<file path="config.mk">
export PLATFORM = sky130hd
export DESIGN_NAME = scan_halt_ctrl
export DESIGN_NICKNAME = d
export VERILOG_FILES = /design/src/hw/scan_halt_pkg.sv /design/src/hw/scan_halt_ctrl.sv /design/src/hw/scan_watchdog.sv
export SDC_FILE = /design/constraint.sdc
export NUM_CORES = 1
export LEC_CHECK = 0
export BUFFER_PORTS_ARGS = -buffer_cell sky130_fd_sc_hd__buf_2
export CAP_MARGIN = 30
export CORE_MARGIN = 4
export CORE_UTILIZATION = 51
export DETAILED_ROUTE_END_ITERATION = 16
export MAX_ROUTING_LAYER = met4
export PLACE_DENSITY_LB_ADDON = 0.08
export SLEW_MARGIN = 20
export SYNTH_ARGS = -nofsm -noshare
export SYNTH_HDL_FRONTEND = slang
export SYNTH_SLANG_ARGS = --single-unit
</file>
<file path="constraint.sdc">
create_clock -name clk -period 1.9 [get_ports clk]
set_clock_uncertainty 0.2 [all_clocks]
set_input_delay 0.19 -clock clk [delete_from_list [all_inputs] [get_ports clk]]
set_output_delay 0.19 -clock clk [all_outputs]
set_load 0.005 [all_outputs]
</file>
<file path="src/hw/scan_halt_pkg.sv">
// Constants and types shared by the scanner halt-interaction block
//
// Contract
// - Watchdog keeps running regardless of scanner activity
// - Scanner freezes while halted until user resume
// - Control and low address stay readable while halted
// - Missed peek happens after exit when instruction runs; after an address breakpoint the code runs the instruction without the peek
// - Halt before scan cycle defers scan and instruction
// - Halt on go-setting instruction defers burst start
// - Other burst halts finish current flash access first
// - Halt suspends burst; resume at exit
// - Address breakpoint: scan completes before entry
// - Data breakpoint: executes, entry, requested scan postponed
// - Single step: ready scan reads before re-entry
// - Stalled software breakpoint: scan first, then entry
// - Breakpoint on go instruction: entry first, burst completes
// - Software breakpoint on go: execute from debug register
package scan_halt_pkg;
    localparam int ADDR_W = 4;
    localparam logic [ADDR_W-1:0] OFF_CTRL = 4'h0;
    localparam logic [ADDR_W-1:0] OFF_LADR = 4'h1;
    localparam logic [ADDR_W-1:0] OFF_HADR = 4'h2;
    localparam logic [ADDR_W-1:0] OFF_IRQ4 = 4'h3;
    localparam logic [ADDR_W-1:0] OFF_MASK = 4'h4;
    localparam logic [ADDR_W-1:0] OFF_WDT = 4'h5;
    localparam logic [ADDR_W-1:0] OFF_STAT = 4'h6;
    // Control register fields
    localparam int CTRL_EN = 7;
    localparam int CTRL_GO = 6;
    localparam int CTRL_MODE_LO = 0;
    localparam int CTRL_MODE_W = 2;
    localparam logic [1:0] MODE_CONCURRENT = 2'h0;
    localparam logic [1:0] MODE_TRIGGERED = 2'h1;
    localparam logic [1:0] MODE_PEEK = 2'h2;
    localparam logic [1:0] MODE_BURST = 2'h3;
    localparam int IRQ_SCAN_BIT = 7;
    localparam logic [7:0] CTRL_RESET = 8'h00;
    localparam logic [7:0] MASK_RESET = 8'h00;
    localparam logic [15:0] ADDR_RESET = 16'h0000;
    localparam logic [15:0] END_RESET = 16'h00FF;
    // Watchdog period in system clock cycles
    localparam int WDT_PERIOD = 4096;
    localparam int FLASH_CYCLES = 2;
    typedef enum logic [1:0] {
        HALT_NONE,
        HALT_EXTERNAL,
        HALT_ADDR_BP,
        HALT_DATA_BP
    } halt_src_e;
endpackage

</file>
<file path="src/hw/scan_halt_ctrl.sv">
// Scanner sequencing against debug halts, with Avalon-MM registers
//
// Our own choices: the Avalon-MM interface to the registers and the placing of the registers.
`timescale 1ns/1ps
`default_nettype none
module scan_halt_ctrl #(
    parameter int WDT_CYCLES = scan_halt_pkg::WDT_PERIOD
) (
    // Clock and reset
    input wire logic clk,
    input wire logic rst,
    // Avalon-MM slave
    input wire logic [scan_halt_pkg::ADDR_W-1:0] avs_address,
    input wire logic avs_read,
    input wire logic avs_write,
    input wire logic [31:0] avs_writedata,
    output logic [31:0] avs_readdata,
    output logic avs_waitrequest,
    // Debug unit
    input wire logic halt_req,
    input wire scan_halt_pkg::halt_src_e halt_src,
    input wire logic single_step,
    input wire logic sw_breakpoint,
    input wire logic debug_exit,
    output logic debug_entered,
    output logic exec_from_debug_reg,
    // CPU pipeline
    input wire logic instr_fetch,
    input wire logic instr_sets_go,
    input wire logic scan_trigger,
    output logic instr_stall,
    output logic instr_execute,
    // Program flash read port
    output logic flash_read,
    output logic [15:0] flash_addr,
    // Interrupt and watchdog reset
    output logic irq,
    output logic wdt_reset
);
    import scan_halt_pkg::*;
    typedef enum logic [2:0] {
        S_RUN,
        S_ACCESS,
        S_HALT_PEND,
        S_HALTED
    } state_e;
    typedef struct packed {
        state_e state;
        logic [7:0] ctrl;
        logic [15:0] addr;
        logic [15:0] end_addr;
        logic [7:0] irq4;
        logic [7:0] mask;
        logic wdt_en;
        logic [1:0] acc_cnt;
        logic deferred_scan;
        logic deferred_go;
        logic deferred_instr;
        logic from_debug_reg;
        logic [31:0] rdata;
        logic wait_n;
        logic debug_entered;
        logic exec;
        logic stall;
        logic fread;
        logic irq;
    } regs_s;
    regs_s r, next_r;
    logic wdt_expire;
    logic [1:0] mode;
    logic burst;
    logic conc;
    logic scan_want;
    logic event_done;
    logic bus_req;
    logic [7:0] wbyte;

    scan_watchdog #(.PERIOD(WDT_CYCLES)) u_wdt (
        .clk(clk),
        .rst(rst),
        .enable(r.wdt_en),
        .clear(1'b0),
        .expire(wdt_expire)
    );

    always_comb begin
        next_r = r;
        mode = r.ctrl[CTRL_MODE_LO +: CTRL_MODE_W];
        burst = (mode == MODE_BURST);
        conc = (mode == MODE_CONCURRENT) || (mode == MODE_TRIGGERED);
        scan_want = r.ctrl[CTRL_EN] && (mode == MODE_PEEK ? instr_fetch
            : (mode == MODE_TRIGGERED ? scan_trigger : instr_fetch));
        event_done = 1'b0;
        bus_req = avs_read || avs_write;
        wbyte = avs_writedata[7:0];
        next_r.exec = 1'b0;
        next_r.fread = 1'b0;
        next_r.debug_entered = (r.state == S_HALTED);
        next_r.stall = 1'b0;
        // Register bus: one wait cycle, then answer
        next_r.wait_n = bus_req && !r.wait_n;
        if (bus_req && !r.wait_n) begin
            // Reads stay available while halted
            case (avs_address)
                OFF_CTRL: next_r.rdata = {24'h0, r.ctrl};
                OFF_LADR: next_r.rdata = {24'h0, r.addr[7:0]};
                OFF_HADR: next_r.rdata = {24'h0, r.addr[15:8]};
                OFF_IRQ4: next_r.rdata = {24'h0, r.irq4};
                OFF_MASK: next_r.rdata = {24'h0, r.mask};
                OFF_WDT: next_r.rdata = {31'h0, r.wdt_en};
                OFF_STAT: next_r.rdata = {28'h0, r.deferred_scan,
                    r.deferred_go, r.from_debug_reg, r.state == S_HALTED};
                default: next_r.rdata = 32'h0000_0000;
            endcase
        end
        case (r.state)
            S_RUN: begin
                if (r.ctrl[CTRL_EN] && r.ctrl[CTRL_GO] && burst
                    && halt_req) begin
                    // Burst suspended between accesses
                    next_r.state = S_HALTED;
                end else if (r.ctrl[CTRL_EN] && r.ctrl[CTRL_GO] && burst)
                begin
                    next_r.state = S_ACCESS;
                    next_r.acc_cnt = 2'(FLASH_CYCLES - 1);
                    next_r.fread = 1'b1;
                end else if (halt_req) begin
                    case (halt_src)
                        HALT_EXTERNAL: begin
                            // Pending fetch deferred past halt
                            next_r.deferred_scan = scan_want && !burst;
                            next_r.deferred_instr = instr_fetch;
                            // Go instruction halted, burst waits
                            next_r.deferred_go = instr_sets_go;
                            next_r.state = S_HALTED;
                        end
                        HALT_ADDR_BP: begin
                            if (instr_sets_go) begin
                                // Entry before go executes
                                next_r.deferred_go = 1'b1;
                                next_r.deferred_instr = 1'b1;
                                next_r.state = S_HALTED;
                            end else if (conc && scan_want) begin
                                // Scan first, instruction after exit
                                next_r.deferred_instr = 1'b1;
                                next_r.state = S_HALT_PEND;
                                next_r.acc_cnt = 2'(FLASH_CYCLES - 1);
                                next_r.fread = 1'b1;
                            end else begin
                                next_r.deferred_instr = instr_fetch;
                                next_r.state = S_HALTED;
                            end
                        end
                        HALT_DATA_BP: begin
                            // Instruction runs, scan postponed
                            next_r.exec = instr_fetch;
                            next_r.deferred_scan = scan_want;
                            next_r.state = S_HALTED;
                        end
                        default: next_r.state = S_HALTED;
                    endcase
                end else if (sw_breakpoint) begin
                    if (instr_sets_go) begin
                        // Go executes from debug register at exit
                        next_r.from_debug_reg = 1'b1;
                        next_r.deferred_go = 1'b1;
                        next_r.state = S_HALTED;
                    end else if (conc && scan_want) begin
                        // Stalled breakpoint: scan first
                        next_r.state = S_HALT_PEND;
                        next_r.acc_cnt = 2'(FLASH_CYCLES - 1);
                        next_r.fread = 1'b1;
                        next_r.stall = 1'b1;
                    end else begin
                        next_r.state = S_HALTED;
                    end
                end else if (single_step && instr_sets_go) begin
                    next_r.deferred_go = 1'b1;
                    next_r.deferred_instr = 1'b1;
                    next_r.state = S_HALTED;
                end else if (single_step) begin
                    next_r.exec = instr_fetch;
                    if (scan_want) begin
                        // Stepped scan reads before re-entry
                        next_r.state = S_HALT_PEND;
                        next_r.acc_cnt = 2'(FLASH_CYCLES - 1);
                        next_r.fread = 1'b1;
                    end else begin
                        next_r.state = S_HALTED;
                    end
                end else begin
                    next_r.exec = instr_fetch;
                    if (scan_want && !burst && !r.stall) begin
                        next_r.fread = 1'b1;
                        event_done = 1'b1;
                        // Scan takes the instruction's slot; peek does not
                        if (conc) begin
                            next_r.stall = 1'b1;
                            next_r.exec = 1'b0;
                        end
                    end
                    if (instr_sets_go && next_r.exec) begin
                        next_r.ctrl[CTRL_GO] = 1'b1;
                    end
                end
            end
            S_ACCESS: begin
                // Current flash access always finishes
                next_r.fread = (r.acc_cnt != 2'h0);
                if (r.acc_cnt != 2'h0) begin
                    next_r.acc_cnt = r.acc_cnt - 2'h1;
                end else begin
                    event_done = 1'b1;
                    next_r.state = halt_req ? S_HALTED : S_RUN;
                end
            end
            S_HALT_PEND: begin
                next_r.fread = (r.acc_cnt != 2'h0);
                if (r.acc_cnt != 2'h0) begin
                    next_r.acc_cnt = r.acc_cnt - 2'h1;
                end else begin
                    event_done = 1'b1;
                    next_r.state = S_HALTED;
                end
            end
            S_HALTED: begin
                // Address and mode held while frozen
                if (debug_exit) begin
                    next_r.state = S_RUN;
                    next_r.debug_entered = 1'b0;
                    next_r.exec = r.deferred_instr || r.from_debug_reg;
                    next_r.fread = r.deferred_scan;
                    event_done = r.deferred_scan;
                    if (r.deferred_go) begin
                        next_r.ctrl[CTRL_GO] = 1'b1;
                    end
                    next_r.deferred_scan = 1'b0;
                    next_r.deferred_go = 1'b0;
                    next_r.deferred_instr = 1'b0;
                    next_r.from_debug_reg = 1'b0;
                end
            end
            default: next_r.state = S_RUN;
        endcase
        // Advance address once per completed read
        if (event_done) begin
            next_r.addr = r.addr + 16'h0001;
            if (r.addr == r.end_addr) begin
                next_r.ctrl[CTRL_GO] = 1'b0;
                next_r.irq4[IRQ_SCAN_BIT] = 1'b1;
            end
        end
        // Writes land at the edge that ends the answer cycle
        if (avs_write && r.wait_n) begin
            case (avs_address)
                OFF_CTRL: next_r.ctrl = wbyte | (next_r.ctrl
                    & (8'h01 << CTRL_GO));
                OFF_LADR: next_r.addr[7:0] = wbyte;
                OFF_HADR: next_r.end_addr[7:0] = wbyte;
                // Write one clears, a same-cycle set wins
                OFF_IRQ4: next_r.irq4 = next_r.irq4 & ~(wbyte & ~(r.irq4
                    ^ next_r.irq4) | (wbyte & r.irq4 & ~next_r.irq4));
                OFF_MASK: next_r.mask = wbyte;
                OFF_WDT: next_r.wdt_en = avs_writedata[0];
                default: next_r.mask = next_r.mask;
            endcase
        end
        next_r.irq = |(next_r.irq4 & next_r.mask);
    end

    always_ff @(posedge clk) begin
        if (rst) begin
            r <= '0;
            r.state <= S_RUN;
            r.ctrl <= CTRL_RESET;
            r.mask <= MASK_RESET;
            r.addr <= ADDR_RESET;
            r.end_addr <= END_RESET;
        end else begin
            r <= next_r;
        end
    end

    always_ff @(posedge clk) begin
        if (rst) begin
            wdt_reset <= 1'b0;
        end else begin
            wdt_reset <= wdt_expire;
        end
    end

    assign avs_readdata = r.rdata;
    assign avs_waitrequest = !r.wait_n;
    assign debug_entered = r.debug_entered;
    assign exec_from_debug_reg = r.from_debug_reg;
    assign instr_stall = r.stall;
    assign instr_execute = r.exec;
    assign flash_read = r.fread;
    assign flash_addr = r.addr;
    assign irq = r.irq;
endmodule
`default_nettype wire

</file>
<file path="src/hw/scan_watchdog.sv">
// Free-running watchdog that scanner activity cannot pause
`timescale 1ns/1ps
`default_nettype none
module scan_watchdog #(
    parameter int PERIOD = scan_halt_pkg::WDT_PERIOD
) (
    // Clock and reset
    input wire logic clk,
    input wire logic rst,
    // Control
    input wire logic enable,
    input wire logic clear,
    // Expiry pulse
    output logic expire
);
    import scan_halt_pkg::*;
    typedef struct packed {
        logic [31:0] count;
        logic expire;
    } wdt_s;
    wdt_s r, next_r;
    always_comb begin
        next_r = r;
        next_r.expire = 1'b0;
        // Counts on every cycle, scan or not
        if (clear || !enable) begin
            next_r.count = 32'h0000_0000;
        end else if (r.count == 32'(PERIOD - 1)) begin
            next_r.count = 32'h0000_0000;
            next_r.expire = 1'b1;
        end else begin
            next_r.count = r.count + 32'h0000_0001;
        end
    end
    always_ff @(posedge clk) begin
        if (rst) begin
            r <= '0;
        end else begin
            r <= next_r;
        end
    end
    assign expire = r.expire;
endmodule
`default_nettype wire

</file>
After elaboration in Yosys (flattened, before gate mapping) --
Index checks and enable logic that the tools add are counted.
Word-level totals: register bits 130, bits of input ports 49, output and inout bits 56, logic and storage cells 227
Operators by class: add/subtract/negate cells 3, equal/unequal tests 37, muxes and demuxes 111, bitwise logic cells 14, reductions and logical operators 38
Operator list (number):
- $mux W3 | 21
- $pmux W8 S7 | 1
- $mux W1 | 50
- $and A8 B8 Y8 | 5
- $mux W8 | 5
- $mux W2 | 19
- $add A32 B1 Y32 const B | 1
- $eq A32 B12 Y1 const B | 1
- $not A8 Y8 | 3
- $reduce_and A7 Y1 | 3
- $ne A2 B2 Y1 const B | 9
- $mux W17 | 1
- $add A16 B1 Y16 const B | 1
- $eq A16 B8 Y1 | 1
- $ne A5 B5 Y1 const B | 3
- $mux W7 | 2
- $eq A4 B3 Y1 const B | 3
- $pmux W3 S4 | 1
- $reduce_and A6 Y1 | 2
- $logic_and A1 B1 Y1 | 11
- $eq A2 B2 Y1 const B | 4
- $eq A4 B2 Y1 const B | 2
- $mux W4 | 2
- $or A8 B7 Y8 | 1
- 32 further kinds | 51

Logic depth before layout (Yosys ltp) --
depth after elaboration 28, depth in mapped cells 9

Cells and area by module --
Synthesis repeated with hierarchy kept, for this count alone.
Second synthesis, totals: cells, all modules 715, area total of the unflattened synthesis 5923.2 um2
Modules (own cells, without submodules):
- scan_halt_ctrl | instances 1, cells each 525, area each 4305.4 um2, seq. area each 1441.4 um2
- scan_watchdog | instances 1, cells each 190, area each 1617.8 um2, seq. area each 660.6 um2

Worst setup path after synthesis --
No wires, ideal clock.
kind reg-to-reg, from reg u_wdt.r[1] (netlist bit), to reg u_wdt.r[23] (netlist bit), arrival 1.823 ns, required time 1.630 ns, path slack -0.194 ns, cell stages (with the launch flop) 7, clock period less this slack 2.094 ns, cells stage by stage dfxtp_1 ha_1 nand3_1 or2_2 or3_1 or3_1 a21oi_1
Between the ends: word-level cells in the longest chain between the ends 2
RTL lines:
- start: declaration | line scan_watchdog.sv:21 | wdt_s r, next_r;
- start signal: assignment | line scan_watchdog.sv:39 | r <= next_r;
- branches (longest 2 deep; another with $add A32 B1 Y32)
Several ways; the timed one is not identified. A chain may end at the register's enable or synchronous reset.

Worst setup path after layout --
from reg u_wdt.r[2] (netlist bit), to reg u_wdt.r[23] (netlist bit)
Same word-level chain as after synthesis.

==> run metrics <==
Async SR Flop Fraction 0%; Area growth, synth to finish 27.79%; first-pass GRT wire length 24430 um; Vias 5195; min Tclk post-route 1.988 ns; Die X 113.7 um; # nets final 863; CTS Sinks 105; combinational share of power 32.3%; Worst Setup End Kind register; Hold Fails Final Rpt 0; Slew HR 63.47%; mux share of post-synthesis cell area 6.459%; RePlAce Congestion 0.9356; routed wire length 15130 um; post-detail-place hpwl 11130 um; post-synth cell types 61; Ys Warns 0; hold crit path type input pin to register; max-slew violations 0; failing checks negative setup slack; RSZ-0062 raised after global routing true; FMAX 0.5030 GHz; CTS tree done; largest net degree at the start of global routing 33; Multi-input gate area 3456 um^2; CP arrival 2.11 ns; IO Pins 105; outcome finished with violations; Post-Synth Adder-Cell Area 2.417%; maximum vdd drop 0.0006716 V; XOR/XNOR share of the synthesized area 7.535%; DR WL/cell 15.97 um; I/O Buffers 56; root buffer cell clkbuf_8; max-cap violation count 0; post-route cell area 7278 um^2; post-synthesis compound-gate area fraction 13.33%; DP Area 6644 um^2; Max Root-Sink Buffers 2; Clk pwr share 25.2%; drt via density 5.486; Starting Density 52.31%; vias in the first global route 4949; Mapped Area 5695 um^2; Final Cycle Share 104.6%; Hold WS 0.04108 ns; FILL cells 910; Switch Pwr 1780 uW; Int Power 3784 uW; drt pass-1 iters 5; clock-pin transition on the worst setup and hold timing paths 0.11 ns; syn avg cell area 8.463 um^2; Die H 113.7 um; full die area 12920 um^2; num rows 38; Largest Register r; Remaining DRCs 0; Setup CP Type register to register; Synth Flop Type dfxtp_1; diodes inserted 0; Sequential Area 2133 um^2; Synth Area in Simple Gates 23.51%; final worst slack -0.08822 ns; initial drt markers 334; Clock Latency Late Sink 0.39 ns; Critical Path RT 2.02 ns; Tot GR Track Use 24.14%; Startpoint Class register; H-Tree Depth 3; Sum Neg Setup Slack -0.6300 ns; grt ovf 0; core area 10890 um^2; Flop pwr share 42.5%; initial antenna violation count 0; Yosys reg bits 105; sequential-to-total area share from yosys stat 36.91%; Sw Ratio 31.99%; endpoints failing setup 17; Static Leak 0.003002 uW; largest family of logic cells by synthesized area simple AND/OR/NAND/NOR gates; max reg flops 39; Syn Inst Count 673; TritonCTS Buffers 9; PwrDens 764.4 nW/um^2; share of layout cells above drive strength 1 33.33%; Worst-Margin Slew 0.5474 ns; antenna viol nets, final 0; EDFF count, synth 0; critical-path maximum fanout 5
layer usage:
metal	part of all wire, %	up-vias	global-route usage, %
li1	-	2543	-
met1	47	2491	32.04
met2	46	144	37.50
met3	5.8	17	5.199
met4	1.3	0	6.330
met5	0	-	-
synth_stat cells, drive strengths merged (11+ instances only):
library cell / count / area [um^2]
mux2i: 21 / 210.2
and3: 13 / 81.33
o21ai: 14 / 70.07
a22oi: 14 / 105.1
nor2: 85 / 319.1
a21oi: 26 / 130.1
xor2: 18 / 157.7
buf: 58 / 410.4
nand2: 55 / 206.5
dfxtp: 105 / 2102
nand3: 31 / 160.1
xnor2: 31 / 271.5
nor4: 19 / 125.1
inv: 22 / 82.58
clkbuf: 17 / 63.81
ha: 11 / 137.6
nor3: 11 / 70.07
power by group through the flow:
stage          clock, uW  sequential [uW]  combinational, uW
2_1_floorplan          0             2400                929
3_3_place_gp           0             2410               1420
3_5_place_dp           0             2410               1450
4_1_cts             1450             2370               1760
5_1_grt             1550             2380               1950
6_report            1400             2370               1800
final timing paths:
kind	start	end	slack (ns)	cells after the start
setup / recovery	u_wdt.r[2]	u_wdt.r[23]	-0.09	6
hold / removal	avs_read	r[5]	0.04	4
setup reg to reg	u_wdt.r[2]	u_wdt.r[23]	-0.09	6
hold reg to reg	r[95]	r[95]	0.26	2
per-stage QoR:
step | setup WS (ns) | total power (uW) | util (%) | cells
6_report | -0.08822 | 5563 | 66.85 | 947
4_1_cts | -0.08584 | 5572 | 65.64 | 944
3_3_place_gp | -0.1208 | 3827 | 61.02 | 914
3_5_place_dp | -0.1752 | 3858 | 61.02 | 914
2_1_floorplan | -0.008674 | 3329 | - | 696
5_1_grt | -0.1633 | 5879 | 66.85 | 947
layout make-up:
| cell class | count | area share (%) |
|---|---|---|
| Clock inverter | 6 | 0.9455 |
| Sequential cell | 105 | 29.31 |
| Inverter | 22 | 1.135 |
| Tap cell | 140 | 2.407 |
| Timing Repair Buffer | 171 | 17.02 |
| Multi-Input combinational cell | 494 | 47.48 |
| Clock buffer | 9 | 1.702 |
timing repair:
item	CTS	global route
gates cloned	1	0
endpoints found under the hold margin	28	0
setup buffers	5	3
gates resized for setup	38	30
endpoints found under the setup margin	52	55
pin swaps	26	18
hold buffers	10	0
placed cells by master, fill, tap and decap left out, types with 4 or more instances in the layout:
cell / Yosys / final
mux2_2: 10 / 7
a211oi_2: 0 / 4
inv_1: 22 / 20
nand4_1: 6 / 6
dfxtp_1: 105 / 82
and2_1: 10 / 10
a211oi_1: 10 / 6
o211ai_1: 5 / 5
and3_1: 13 / 11
o22ai_1: 7 / 7
dfxtp_2: 0 / 22
mux2i_1: 21 / 21
nand2_1: 55 / 50
or3_4: 2 / 4
dlygate4sd3_1: 0 / 10
nor4_2: 1 / 4
nor4_1: 18 / 10
nor2b_1: 7 / 5
ha_1: 11 / 9
nand3_2: 1 / 5
nor2_1: 85 / 84
nand2_2: 0 / 5
buf_2: 7 / 56
nor3_1: 8 / 5
conb_1: 1 / 24
a31oi_1: 4 / 4
a21oi_1: 26 / 25
a22oi_1: 14 / 14
nand2b_1: 8 / 6
xor2_1: 18 / 18
nor4_4: 0 / 5
o21ai_0: 12 / 10
clkbuf_8: 0 / 9
nand3_1: 30 / 24
buf_4: 49 / 98
xnor2_1: 31 / 31
a32oi_1: 5 / 4
logic make-up after synthesis:
group / Yosys count
AO/OA/AOI/OAI: 109
XOR/XNOR: 49
AND/OR/NAND/NOR: 268
adder cells (fa/ha/maj): 11
multiplexers: 33
buffers and inverters: 97
other: 1
flip-flops: 105
critical path: stages (launching register included):
cell,delay (ns)
dfxtp_2,0.37
ha_4,0.15
nand3_4,0.10
or2_4,0.27
or3_4,0.40
or3_1,0.32
a21oi_1,0.13
No activity file was read; power rests on OpenSTA's default activity.
